### src/core/bnm_pkg.sv
// package for the bit and nibble move unit: register map, fields, resets
// assumes an apb slave on a 20 MHz clock with 32-bit data
//
// Functional notes
// RULE_01: on trigger, bit move copies one source bit to one destination bit
// RULE_02: control bits 0 to 3 pick the source bit, 0 through 15
// RULE_03: control bits 8 to 11 pick the destination bit, 0 through 15
// RULE_04: bit move ignores control bits 12 to 15
// RULE_05: bit move ignores control bits 4 to 7
// RULE_06: an immediate source is used as its 16-bit binary value
// RULE_07: bit move leaves every other destination bit unchanged
// RULE_08: digit move sees each word as four nibbles, digit 0 lowest
// RULE_09: digit move copies chosen source digits to chosen destination digits
// RULE_10: control nibble 0 picks the first source digit, 0 through 3
// RULE_11: control nibble 1 sets count: 0..3 move one to four digits
// RULE_12: control nibble 2 picks the first destination digit, 0 through 3
// RULE_13: digit control decodes nibble 0 source, 1 count, 2 destination
// RULE_14: untouched digits keep value; digit positions wrap from 3 to 0
package bnm_pkg;
    // ========================================
    // register offsets (byte addresses)
    localparam logic [7:0] BNM_CTRL_OFS = 8'h00;
    localparam logic [7:0] BNM_SRC_OFS = 8'h04;
    localparam logic [7:0] BNM_OPND_OFS = 8'h08;
    localparam logic [7:0] BNM_DST_OFS = 8'h0C;
    localparam logic [7:0] BNM_STAT_OFS = 8'h10;
    // ========================================
    // control and status register fields
    localparam int BNM_CTRL_GO_BIT = 0;
    localparam int BNM_CTRL_OP_BIT = 1;
    localparam int BNM_STAT_BUSY_BIT = 0;
    localparam int BNM_STAT_DONE_BIT = 1;
    // ========================================
    // operand fields
    localparam int BNM_SRC_POS_LSB = 0;
    localparam int BNM_DST_POS_LSB = 8;
    localparam int BNM_CNT_LSB = 4;
    // ========================================
    // reset values
    localparam logic [15:0] BNM_WORD_RST = 16'h0000;
    localparam logic [31:0] BNM_RDATA_RST = 32'h0000_0000;

    typedef enum logic {
        BNM_OP_BIT,
        BNM_OP_NIBBLE
    } bnm_op_type;

    typedef enum {
        BNM_IDLE,
        BNM_EXEC
    } bnm_state_type;
endpackage

### src/core/bnm_move_unit.sv
// apb top of the bit and nibble move unit
// assumes a single clock, synchronous reset, and an apb master on clk
// clkEn low also stalls pready, so the master must be held with it
`timescale 1ns/1ps
module bnm_move_unit (
    input wire logic clk,
    input wire logic reset,
    input wire logic clkEn,
    input wire logic psel,
    input wire logic penable,
    input wire logic pwrite,
    input wire logic [7:0] paddr,
    input wire logic [31:0] pwdata,
    output logic [31:0] prdata,
    output logic pready,
    output logic pslverr,
    output logic [15:0] dstOut
);
    import bnm_pkg::*;

    // ========================================
    // decode helpers, shared by the write and the read side
    function automatic logic hitOfs(
        input logic [7:0] addr,
        input logic [7:0] ofs
    );
        return addr == ofs;
    endfunction

    // registers are 16 bits wide; the upper half of the bus reads zero
    function automatic logic [31:0] widen(
        input logic [15:0] word
    );
        return {16'h0000, word};
    endfunction

    // ========================================
    // registers and their next values
    logic [15:0] srcWord_q;
    logic [15:0] srcWord_d;
    logic [15:0] operand_q;
    logic [15:0] operand_d;
    logic [15:0] dstWord_q;
    logic [15:0] dstWord_d;
    bnm_op_type opSel_q;
    bnm_op_type opSel_d;
    bnm_state_type state_q;
    bnm_state_type state_d;
    logic done_q;
    logic done_d;
    logic ready_d;
    logic err_d;
    logic [31:0] rdata_d;
    logic [15:0] dstOut_d;

    // ========================================
    // bus decode
    logic setup;
    logic wrEn;
    logic selCtrl;
    logic selSrc;
    logic selOpnd;
    logic selDst;
    logic selStat;
    logic mapped;
    logic wrCtrl;
    logic wrSrc;
    logic wrOpnd;
    logic wrDst;
    logic goWrite;
    logic busy;
    logic [15:0] bitResult;
    logic [15:0] nibResult;
    logic [15:0] opResult;

    assign setup = psel && !penable;
    // pready is only high in an access cycle, so this is the commit
    assign wrEn = psel && penable && pready && pwrite;
    assign selCtrl = hitOfs(paddr, BNM_CTRL_OFS);
    assign selSrc = hitOfs(paddr, BNM_SRC_OFS);
    assign selOpnd = hitOfs(paddr, BNM_OPND_OFS);
    assign selDst = hitOfs(paddr, BNM_DST_OFS);
    assign selStat = hitOfs(paddr, BNM_STAT_OFS);
    assign mapped = selCtrl || selSrc || selOpnd || selDst || selStat;
    // an unmapped write selects nothing and so changes nothing
    assign wrCtrl = wrEn && selCtrl;
    assign wrSrc = wrEn && selSrc;
    assign wrOpnd = wrEn && selOpnd;
    assign wrDst = wrEn && selDst;
    assign goWrite = wrCtrl && pwdata[BNM_CTRL_GO_BIT];
    assign busy = (state_q == BNM_EXEC);

    // ========================================
    // the two datapaths, one for each operation

    bnm_bit_copy bitCopy (
        .srcWord(srcWord_q),
        .dstWord(dstWord_q),
        .operand(operand_q),
        .result(bitResult)
    );

    bnm_nibble_copy nibCopy (
        .srcWord(srcWord_q),
        .dstWord(dstWord_q),
        .operand(operand_q),
        .result(nibResult)
    );

    // ========================================
    // result select; both datapaths run all the time
    always_comb begin
        opResult = bitResult; // see RULE_01
        if (opSel_q == BNM_OP_NIBBLE) begin
            opResult = nibResult; // see RULE_09
        end
    end

    // ========================================
    // apb answer: one wait-free access cycle after every setup
    always_comb begin
        ready_d = setup;
    end

    always_comb begin
        err_d = setup && !mapped;
    end

    // read data is latched at setup so it stands through the access cycle
    always_comb begin
        rdata_d = prdata;
        if (setup && !pwrite) begin
            unique case (paddr)
                BNM_CTRL_OFS: rdata_d = {30'h0, opSel_q, 1'b0};
                BNM_SRC_OFS: rdata_d = widen(srcWord_q);
                BNM_OPND_OFS: rdata_d = widen(operand_q);
                BNM_DST_OFS: rdata_d = widen(dstWord_q);
                BNM_STAT_OFS: rdata_d = {30'h0, done_q, busy};
                default: rdata_d = BNM_RDATA_RST;
            endcase
        end
    end

    // ========================================
    // bus answer registers
    always_ff @(posedge clk) begin
        if (reset) begin
            pready <= 1'b0;
        end else if (clkEn) begin
            pready <= ready_d;
        end
    end

    always_ff @(posedge clk) begin
        if (reset) begin
            pslverr <= 1'b0;
        end else if (clkEn) begin
            pslverr <= err_d;
        end
    end

    always_ff @(posedge clk) begin
        if (reset) begin
            prdata <= BNM_RDATA_RST;
        end else if (clkEn) begin
            prdata <= rdata_d;
        end
    end

    // ========================================
    // operand registers; a constant source is just its 16-bit image
    always_comb begin
        srcWord_d = srcWord_q;
        if (wrSrc) begin
            srcWord_d = pwdata[15:0]; // see RULE_06
        end
    end

    always_comb begin
        operand_d = operand_q;
        if (wrOpnd) begin
            operand_d = pwdata[15:0];
        end
    end

    // op select rides on the same write that carries go
    always_comb begin
        opSel_d = opSel_q;
        if (wrCtrl) begin
            opSel_d = bnm_op_type'(pwdata[BNM_CTRL_OP_BIT]);
        end
    end

    // ========================================
    // operand register updates
    always_ff @(posedge clk) begin
        if (reset) begin
            srcWord_q <= BNM_WORD_RST;
        end else if (clkEn) begin
            srcWord_q <= srcWord_d;
        end
    end

    always_ff @(posedge clk) begin
        if (reset) begin
            operand_q <= BNM_WORD_RST;
        end else if (clkEn) begin
            operand_q <= operand_d;
        end
    end

    always_ff @(posedge clk) begin
        if (reset) begin
            opSel_q <= BNM_OP_BIT;
        end else if (clkEn) begin
            opSel_q <= opSel_d;
        end
    end

    // ========================================
    // trigger: execute one cycle after go so the new op select is seen
    always_comb begin
        state_d = state_q;
        unique case (state_q)
            BNM_IDLE: begin
                if (goWrite) begin
                    state_d = BNM_EXEC;
                end
            end
            BNM_EXEC: begin
                // a go in the execute cycle queues one more execute
                if (!goWrite) begin
                    state_d = BNM_IDLE;
                end
            end
        endcase
    end

    always_ff @(posedge clk) begin
        if (reset) begin
            state_q <= BNM_IDLE;
        end else if (clkEn) begin
            state_q <= state_d;
        end
    end

    // ========================================
    // destination word: an execute wins over a software write
    always_comb begin
        dstWord_d = dstWord_q;
        if (busy) begin
            dstWord_d = opResult;
        end else if (wrDst) begin
            dstWord_d = pwdata[15:0];
        end
    end

    always_ff @(posedge clk) begin
        if (reset) begin
            dstWord_q <= BNM_WORD_RST;
        end else if (clkEn) begin
            dstWord_q <= dstWord_d;
        end
    end

    // ========================================
    // done is sticky until the next go; completion wins over the clear
    always_comb begin
        done_d = done_q;
        if (busy) begin
            done_d = 1'b1;
        end else if (goWrite) begin
            done_d = 1'b0;
        end
    end

    always_ff @(posedge clk) begin
        if (reset) begin
            done_q <= 1'b0;
        end else if (clkEn) begin
            done_q <= done_d;
        end
    end

    // ========================================
    // output copy, one cycle behind the destination register
    assign dstOut_d = dstWord_q;

    always_ff @(posedge clk) begin
        if (reset) begin
            dstOut <= BNM_WORD_RST;
        end else if (clkEn) begin
            dstOut <= dstOut_d;
        end
    end
endmodule // bnm_move_unit

### src/core/bnm_bit_copy.sv
// single bit copy datapath, purely combinational
// assumes caller registers the result
`timescale 1ns/1ps
module bnm_bit_copy (
    input wire logic [15:0] srcWord,
    input wire logic [15:0] dstWord,
    input wire logic [15:0] operand,
    output logic [15:0] result
);
    import bnm_pkg::*;
    logic [3:0] srcPos;
    logic [3:0] dstPos;
    // upper nibble and nibble 1 never reach the mux
    assign srcPos = operand[BNM_SRC_POS_LSB +: 4]; // see RULE_02 see RULE_05
    assign dstPos = operand[BNM_DST_POS_LSB +: 4]; // see RULE_03 see RULE_04
    always_comb begin
        result = dstWord; // see RULE_07
        result[dstPos] = srcWord[srcPos]; // see RULE_01 see RULE_06
    end
endmodule // bnm_bit_copy

### src/core/bnm_nibble_copy.sv
// nibble copy datapath, purely combinational
// assumes caller registers the result
`timescale 1ns/1ps
module bnm_nibble_copy (
    input wire logic [15:0] srcWord,
    input wire logic [15:0] dstWord,
    input wire logic [15:0] operand,
    output logic [15:0] result
);
    import bnm_pkg::*;
    logic [1:0] srcStart;
    logic [1:0] count;
    logic [1:0] dstStart;
    // only the low two bits of each nibble matter, values stop at 3
    assign srcStart = operand[BNM_SRC_POS_LSB +: 2]; // see RULE_10 see RULE_13
    assign count = operand[BNM_CNT_LSB +: 2]; // see RULE_11 see RULE_13
    assign dstStart = operand[BNM_DST_POS_LSB +: 2]; // see RULE_12 see RULE_13
    always_comb begin
        logic [1:0] s;
        logic [1:0] d;
        s = 2'h0;
        d = 2'h0;
        result = dstWord; // see RULE_14
        for (int i = 0; i < 4; i++) begin
            s = 2'(srcStart + 2'(i)); // see RULE_14
            d = 2'(dstStart + 2'(i));
            if (2'(i) <= count) begin
                result[d*4 +: 4] = srcWord[s*4 +: 4]; // see RULE_08 see RULE_09
            end
        end
    end
endmodule // bnm_nibble_copy

### config.mk
export PLATFORM = sky130hd
export DESIGN_NAME = bnm_move_unit
export DESIGN_NICKNAME = d
export VERILOG_FILES = /design/src/core/bnm_pkg.sv /design/src/core/bnm_move_unit.sv /design/src/core/bnm_bit_copy.sv /design/src/core/bnm_nibble_copy.sv
export SDC_FILE = /design/constraint.sdc
export NUM_CORES = 1
export LEC_CHECK = 0
export BUFFER_PORTS_ARGS = -buffer_cell sky130_fd_sc_hd__buf_2
export CORE_MARGIN = 4
export CORE_UTILIZATION = 45
export CTS_CLUSTER_DIAMETER = 60
export CTS_CLUSTER_SIZE = 20
export DETAILED_ROUTE_END_ITERATION = 16
export PLACE_DENSITY = 0.66
export SYNTH_ARGS = -nofsm -noshare
export SYNTH_HDL_FRONTEND = slang
export SYNTH_HIERARCHICAL = 1
export SYNTH_SLANG_ARGS = --single-unit
### constraint.sdc
create_clock -name clk -period 4.8 [get_ports clk]
set_input_delay 0 -clock clk [delete_from_list [all_inputs] [get_ports clk]]
set_output_delay 0 -clock clk [all_outputs]
set_load 0.1 [all_outputs]
==> After elaboration in Yosys (flattened, before gate mapping) <==
Index checks and enable logic that the tools add are counted.
{ "classes": {"n_addsub": 10, "mul": 0, "n_div": 0, "order_cmp": 7, "eq_ne": 8, "shifts": 12, "mux": 22, "bitwise_logic": 0, "reduce_logical": 30} }
{ "ops": {"columns": ["operator", "count"], "rows": [
  ["$neg A4 Y34", 4],
  ["$shift A4 B34 Y16 const A", 4],
  ["$shiftx A4 B34 Y16", 4],
  ["$mux W16", 7],
  ["$bwmux W16", 5],
  ["$pmux W16 S5", 1],
  ["$mux W32", 2],
  ["$pmux W32 S2", 1],
  ["$shiftx A16 B5 Y4", 4],
  ["$eq A32 B1 Y1 const B", 1],
  ["$eq A32 B2 Y1 const B", 1],
  ["$logic_not A32 Y1", 1],
  ["$eq A8 B4 Y1 const B", 2],
  ["$logic_and A1 B1 Y1", 12],
  ["$reduce_and A2 Y1", 6],
  ["$lt A4 B5 Y1 const B", 2],
  ["$add A2 B2 Y2 const B", 4],
  ["$eq A8 B3 Y1 const B", 1],
  ["$eq A8 B5 Y1 const B", 1],
  ["$logic_not A8 Y1", 1],
  ["$add A2 B1 Y2 const B", 2],
  ["$bmux W1 S4", 1],
  ["$demux W1 S4", 1],
  ["$ge A4 B1 Y1 const B", 1],
  ["8 further kinds", 20]
]} }
{ "word_totals": {"regBits": 132, "latch_bits": 0, "ram_bits": 0, "rom_bits": 0, "input_bits": 46, "out_inout_bits": 50, "word_cells": 99, "mem_count": 0} }

==> Longest topological paths before layout <==
Gate-level depths: netlist of the first run.
{ "logic_depth": {"ltp_word": 12, "depth_mapped": 12, "mapped_depth_nobuf": 10} }

==> Hierarchy <==
The synthesis of the first run kept the hierarchy.
{ "modules_own_cells": {"columns": ["module", "n_inst", "cells_per_inst", "area_each_um2", "seq_area_each_um2"], "rows": [
  ["bnm_move_unit", 1, 447, 4152.7, 1701.6],
  ["bnm_nibble_copy", 1, 187, 1482.7, 0.0],
  ["bnm_bit_copy", 1, 71, 427.9, 0.0]
]} }

==> Least setup slack after synthesis of the first run <==
No wires, ideal clock.
{ "synth_path": {"path_kind": "register to register", "startpoint": "register operand_q[8]", "endpoint": "register dstWord_q[6] (netlist: dstOut_d[6])", "setup_time_ns": 0.070, "t_arrival_ns": 2.656, "required_time_ns": 4.730, "path_slack_ns": 2.073, "path_stages_with_launch": 12, "n_path_buf": 1, "synth_period_minus_slack_ns": 2.727, "path_cell_list": "dfxtp_1 buf_2 inv_1 ha_1 a2111oi_1 nand2_1 a32o_1 a31oi_1 mux2i_1 nand2_1 o221ai_1 a21oi_1"} }
{ "synth_via": {"elab_chain_cells": 12, "word_cells_on_any_way": 31, "classes_between": "add/sub: 7; order compare: 2; shift: 8; mux: 13; reduce/logical: 1"} }
{ "synth_lines": {"columns": ["item", "line_no", "text"], "rows": [
  ["from (decl)", "bnm_move_unit.sv:41", "logic [15:0] operand_q;"],
  ["from (signal assigned)", "bnm_move_unit.sv:208", "operand_q <= operand_d;"],
  ["parallel branches: the longest is 9 deep, another holds $neg A4 Y34", null, null],
  ["$mux W16 *", "bnm_nibble_copy.sv:27", "if (2'(i) <= count) begin"],
  ["net nibResult[6]", "bnm_move_unit.sv:73", "logic [15:0] nibResult;"],
  ["$mux W16 *", "bnm_move_unit.sv:114", "if (opSel_q == BNM_OP_NIBBLE) begin"],
  ["$mux W16 *", "bnm_move_unit.sv:251", "if (busy) begin"],
  ["to (signal assigned)", "bnm_move_unit.sv:262", "dstWord_q <= dstWord_d;"],
  ["to (decl)", "bnm_move_unit.sv:43", "logic [15:0] dstWord_q;"]
]} }
Mark *: on every way through the listed nets, which the timed path passes.
A chain may end at the register's enable or synchronous reset.

==> Worst setup path after layout of the first run <==
{ "layout_path": {"startpoint": "register operand_q[9]", "endpoint": "register dstWord_q[4] (netlist: dstOut_d[4])"} }
The elaborated chain is that of the path after synthesis.

==> out/qor.yml, run 1 <==
status: "completed"
nets: 801
gp_congestion: 0.994
startpoint: "operand_q[9]"
ant_nets: 0
area_growth_pct: 11.8
critPathKind: "flip-flop to flip-flop"
start_util: 0.458
wirelength_um: 19400
cp_num_buf_inv: 1
crit_top_cell: "nand2_1"
crit_required_ns: 5.06
setup_viol: 0
grt_pass1_wl_um: 29900
async_reset_ff_frac: 0
synth.distinct_cells: 56
cts_tree: "yes"
yosys.area.top_type: "dfxtp_1"
reg2reg_from: "operand_q[9]"
clock-sinks: 85
yosys_most_used_dff: "dfxtp_1"
maxCapViolations: 0
relSlewSlack: 0.235
cp_max_fo: 15
clk_latency_ns: 0.35
synth.most_common_cell: "dfxtp_1"
min_path_type: "input pin to flip-flop"
power_mw: 1.58
post-route-min-period_ns: 3.42
irDropWorstVdd_v: 0.000237
dpl-instance-area_um2: 6310
tightest_slew_ns: 1.15
instances_no_fill: 927
hpwl_um: 13600
cts_max_path_buffers: 2
grt_setup_unrepaired: "false"
setup-tns-final_ns: 0
cp_cell_sequence: "inv_1 > ha_1 > a2111oi_1 > nand2_1 > a32o_1 > a31oi_1 > mux2i_1 > nand2_1 > o221ai_1 > a21oi_1"
synth_top_area_frac: 0.281
layout-drive-gt1-share: 0.158
grt-ovfl-total: 0
wl_per_cell_um: 20.9
worstPathArrival_ns: 3.69
startpoint_type: "flip-flop"
fp.coreArea_um2: 13200
antenna_found_initial: 0
slew_viol_final: 0
avgSynthCellArea_um2: 8.60
fill_cells: 1277
diodes: 0
grt_pass1_vias: 5346
viasPerCell: 6.25
clock_skew_ns: 0.00948
power_density_nw_per_um2: 232
ctsHtreeMaxLevel: 3
fmax_ghz: 0.292
dp_cells: 895
hold_viol_final: 0
yosysSeqAreaShare: 0.281
drtIter0Drc: 610
end_kind: "flip-flop"
ctsHoldBuffers: 16
num_vias: 5798
cts_setup_buffers: 0
synthCells: 705
cts_root_buffer: "clkbuf_16"
dr.pass1.iters: 6
fin_area_um2: 6780
die_h_um: 124
clk_pin_slew_ns: 0.07
synth_edf_count: 0
num_rows: 42
yosys_warnings: 6
pin_count: 96
drcViolationCount: 0
cts_resized: 0
die_w_um: 124
hold_slack_ns: 0.0363
slowest_stage: "a2111oi_1"
syn_area_um2: 6060
path_delay_family: "compound AO/OA/AOI/OAI gates"
synthTopCellsByCount: "dfxtp_1, nor2_1, mux2i_1, nand2_1, nand2b_1"
dieArea_um2: 15400
synth_seq_cells: 85
io_buffers: 63
grt_max_degree: 57
synthTopCellsByArea: "dfxtp_1, mux2i_1, mux4_1"
numCtsBuffers: 9
min-delay-start: "penable"
leakage_nw: 2.43
slowest_delay_ns: 0.74
fin_crit_sh: 0.713
grt.total_usage: 0.252
-- layout by cell type, fill, tap and decap left out, types with 4 or more instances in the layout --
master / n
nand2b_1: 51
buf_4: 6
a22oi_1: 14
clkbuf_16: 9
o211ai_1: 8
dlygate4sd3_1: 16
ha_1: 9
mux2i_1: 67
o21ai_0: 11
nor2b_1: 7
mux4_1: 14
a22o_1: 19
nor3b_1: 4
o221ai_1: 18
a21oi_1: 45
mux4_2: 4
a32o_1: 12
or2_2: 5
dfxtp_1: 85
a31oi_1: 12
mux2_2: 19
conb_1: 16
nand2_1: 61
nand3_1: 33
nand4_1: 12
buf_2: 63
inv_1: 6
nor2_1: 74
nor3_1: 11
-- final cells by class --
type,instances,area (µm²),area share
timing repair buffer,85,520,0.0768
sequential,85,1700,0.251
clock inverter,6,70.1,0.0103
inverter,6,22.5,0.00332
clock buffer,10,239,0.0353
multi-input combinational,559,4000,0.591
tap,176,220,0.0325
-- worst paths after layout --
path	to	slack [ns]	depth (start not counted)
min	pready	0.04	4
min reg2reg	prdata[0]	0.47	2
max	dstOut_d[4]	1.38	10
max reg2reg	dstOut_d[4]	1.38	10
-- worst register-to-register path, cell delays in order, from the launching register on --
cell,delay [ns]
dfxtp_1,0.73
inv_1,0.22
ha_1,0.49
a2111oi_1,0.74
nand2_1,0.13
a32o_1,0.23
a31oi_1,0.27
mux2i_1,0.13
nand2_1,0.13
o221ai_1,0.11
a21oi_1,0.17
-- where the power goes --
group / internal (mW) / switching [mW]
combinational: 0.0338 / 0.108
clock: 0.421 / 0.306
sequential: 0.706 / 0.000669
total: 1.16 / 0.415
-- cell families (layout without fill, tap and decap cells) --
kind of cell,Yosys count,in the layout,synth area share
adders and majority gates,9,9,0.0186
AOI/OAI and AO/OA,146,146,0.169
DFF,85,85,0.281
and+or+nand+nor,283,283,0.240
other,1,16,0.000618
xor gates and xnor gates,1,1,0.00144
buffers and inverters,76,107,0.0685
muxes,104,104,0.221
-- registers in the layout (all words and copies together) (netlist names), 16 cells and up --
| name | cells |
|---|---|
| operand_q | 16 |
| dstOut | 16 |
| prdata | 16 |
| srcWord_q | 16 |
| dstOut_d | 16 |
-- metal layers --
metal,global-route usage,vias to the layer above,wire length [µm]
met5,0,-,0
met4,0.0828,0,512
met3,0.0404,48,1710
met2,0.408,342,9120
met1,0.344,2730,8050
li1,-,2678,-
-- metrics by stage --
step	setup slack, ns	util
5_1_grt	1.12	0.512
6_report	1.38	0.512
3_3_place_gp	1.50	0.476
2_1_floorplan	2.07	-
4_1_cts	1.47	0.512
3_5_place_dp	1.51	0.476
No activity file was read; power rests on OpenSTA's default activity.
==> inputs of run 2 (changes only) <==
Clock period 4.8 ns to 3.6 ns, I/O delays scaled along.
==> run 2 against run 1 <==
  * Via count rose by 0.85%
  * Wire length rose by 2.0%
  * Cell count rose by 0.54%
  * Worst hold slack got worse by 0.0063 ns
  * Register-to-register slack got worse by 0.75 ns
  * Clock skew fell by 0.0025 ns
  * Sequential share of layout area barely moved
  * Setup slack got worse by 0.75 ns
  * Maximum frequency rose by 15%
  * Utilization rose by 0.095 points
  * Global-route usage rose by 0.76 points
  * Largest power group is now sequential cells
  * Highest routed layer unchanged
==> out/qor.yml, run 2 (same netlist as run 1, synthesis figures left out) <==
fp.coreArea_um2: 13200  # unchanged
fin_crit_sh: 0.826  # +0.113
ctsHtreeMaxLevel: 3  # unchanged
min-delay-start: "paddr[6]"
area_growth_pct: 12.0
hold_viol_final: 0  # unchanged
power_mw: 2.02  # +28%
dp_slack_ns: 0.733  # -0.773 ns
grt.total_usage: 0.260  # +0.00755
io_buffers: 63  # unchanged
setup_viol: 0  # unchanged
fmax_ghz: 0.336  # +15%
grt_max_degree: 55  # -3.5%
antenna_found_initial: 0  # unchanged
maxCapViolations: 0  # unchanged
nets: 806  # +0.62%
pin_count: 96  # unchanged
tightest_slew_ns: 1.09  # -0.0563 ns
drcViolationCount: 0  # unchanged
wl_per_cell_um: 21.2  # +1.5%
irDropWorstVdd_v: 0.000298  # +25%
clk_pin_slew_ns: 0.07  # about the same
cts_tree: "yes"
grt_pass1_wl_um: 30400  # +1.5%
swShare: 0.269  # +0.00561
layout_commonest_cell: "dfxtp_1"
hpwl_um: 13900  # +2.4%
gp_congestion: 1.02  # +2.2%
grt_setup_unrepaired: "false"
viasPerCell: 6.27  # +0.30%
drtIter0Drc: 670  # +9.8%
wirelength_um: 19800  # +2.0%
rr_endpoint: "dstOut_d[13]"
power_frac_clock: 0.441  # -0.021
start_util: 0.458  # unchanged
cts_setup_buffers: 0  # unchanged
dr.pass1.iters: 5  # -1
grt-ovfl-total: 0  # unchanged
leakage_nw: 2.45  # +0.70%
die_w_um: 124  # unchanged
grt_pass1_vias: 5377  # +0.58%
final_cell_mix: "dfxtp_1, nor2_1, mux2i_1"
min_to: "prdata[0]"
worstPathArrival_ns: 3.23  # -0.46 ns
p_int_mw: 1.48  # +27%
slew_viol_final: 0  # unchanged
cts_max_path_buffers: 2  # unchanged
clock_skew_ns: 0.00693  # -0.00255 ns
power_density_nw_per_um2: 298  # +28%
p_comb_frac: 0.093  # +0.003
end_kind: "flip-flop"
hold_path_depth: 4  # unchanged
num_vias: 5847  # +0.85%
num_rows: 42  # unchanged
clk_latency_ns: 0.34  # about the same
ant_nets: 0  # unchanged
power_switching_mw: 0.544  # +31%
diodes: 0  # unchanged
dieArea_um2: 15400  # unchanged
post-route-min-period_ns: 2.97  # -0.449 ns
reg2reg_setup_slack_ns: 0.63  # -0.75 ns
startpoint_type: "flip-flop"
cp_max_fo: 13  # -2
crit_required_ns: 3.86  # -1.20 ns
layout-drive-gt1-share: 0.163  # +0.00424
utilization: 0.513  # +0.000945
sequentialPowerShare: 0.466  # +0.017
numCtsBuffers: 9  # unchanged
cts_root_buffer: "clkbuf_16"
clock-sinks: 85  # unchanged
relSlewSlack: 0.273  # +0.0375
min_path_type: "input pin to flip-flop"
die_h_um: 124  # unchanged
reg2reg_from: "operand_q[9]"
setup-tns-final_ns: 0  # unchanged
critPathKind: "flip-flop to flip-flop"
reg2reg_depth: 10  # unchanged
timing.final.ws_setup_ns: 0.627  # -0.751 ns
status: "completed"
run 2: cell types whose count changed in the layout (fill, tap and decap cells not counted), sizes merged:
cell,delta
bufinv,-1
clkinvlp,-1
clkinv,+1
buf,+5
clkbuf,+1
run 2: layer usage:
metal,vias to the layer above,share of wire,track usage
met5,-,0,0
met4,0,0.056,0.155
met3,68,0.086,0.0477
met2,299,0.45,0.392
met1,2793,0.41,0.345
li1,2687,-,-
run 2: power by group through the flow:
| stage | combinational, mW | clock, mW | sequential (mW) |
|---|---|---|---|
| finish | 0.189 | 0.892 | 0.942 |
| global placement | 0.172 | 0 | 0.963 |
| CTS | 0.188 | 0.906 | 0.942 |
| floorplan | 0.141 | 0 | 0.972 |
| detailed placement | 0.174 | 0 | 0.963 |
| global route | 0.199 | 0.938 | 0.942 |
run 2: worst max path at each step:
stage | start | endpoint | slack (ns)
after floorplan | operand_q[8] | dstOut_d[6] | 0.87
after global placement | operand_q[9] | dstOut_d[13] | 0.78
after detailed placement | operand_q[9] | dstOut_d[13] | 0.73
after CTS | operand_q[9] | dstOut_d[13] | 0.71
after global routing | operand_q[9] | dstOut_d[15] | 0.43
final | operand_q[9] | dstOut_d[13] | 0.63
run 2: cell type report:
type	instances	area [µm²]
clock buffers	11	243
clock inverters	5	41.3
fillers	1283	6450
inverters	6	22.5
multi-input cells	559	4000
flip-flops and latches	85	1700
well taps	176	220
repair buffers	90	558
run 2: critical path, cell delays in order (launching register included):
cell and delay, ns:
dfxtp_1 0.39, buf_4 0.21, ha_1 0.47, nor4bb_1 0.69, nand2_1 0.11, a32o_1 0.28
a31oi_1 0.21, mux2i_1 0.11, nand2_1 0.13, o221ai_1 0.11, a21oi_1 0.19
run 2: what timing repair did:
action                                 in CTS  in global routing
endpoints found under the hold margin      30                  0
gates resized for setup                     0                  0
hold buffers                               16                  0
run 2: through the flow:
step	cell area, µm²	hold slack [ns]	cells
after floorplan	6120	0.147	720
after global placement	6340	0.284	900
after detailed placement	6340	0.286	900
after CTS	6790	0.0234	932
after global routing	6790	0.0550	932
final	6790	0.0300	932
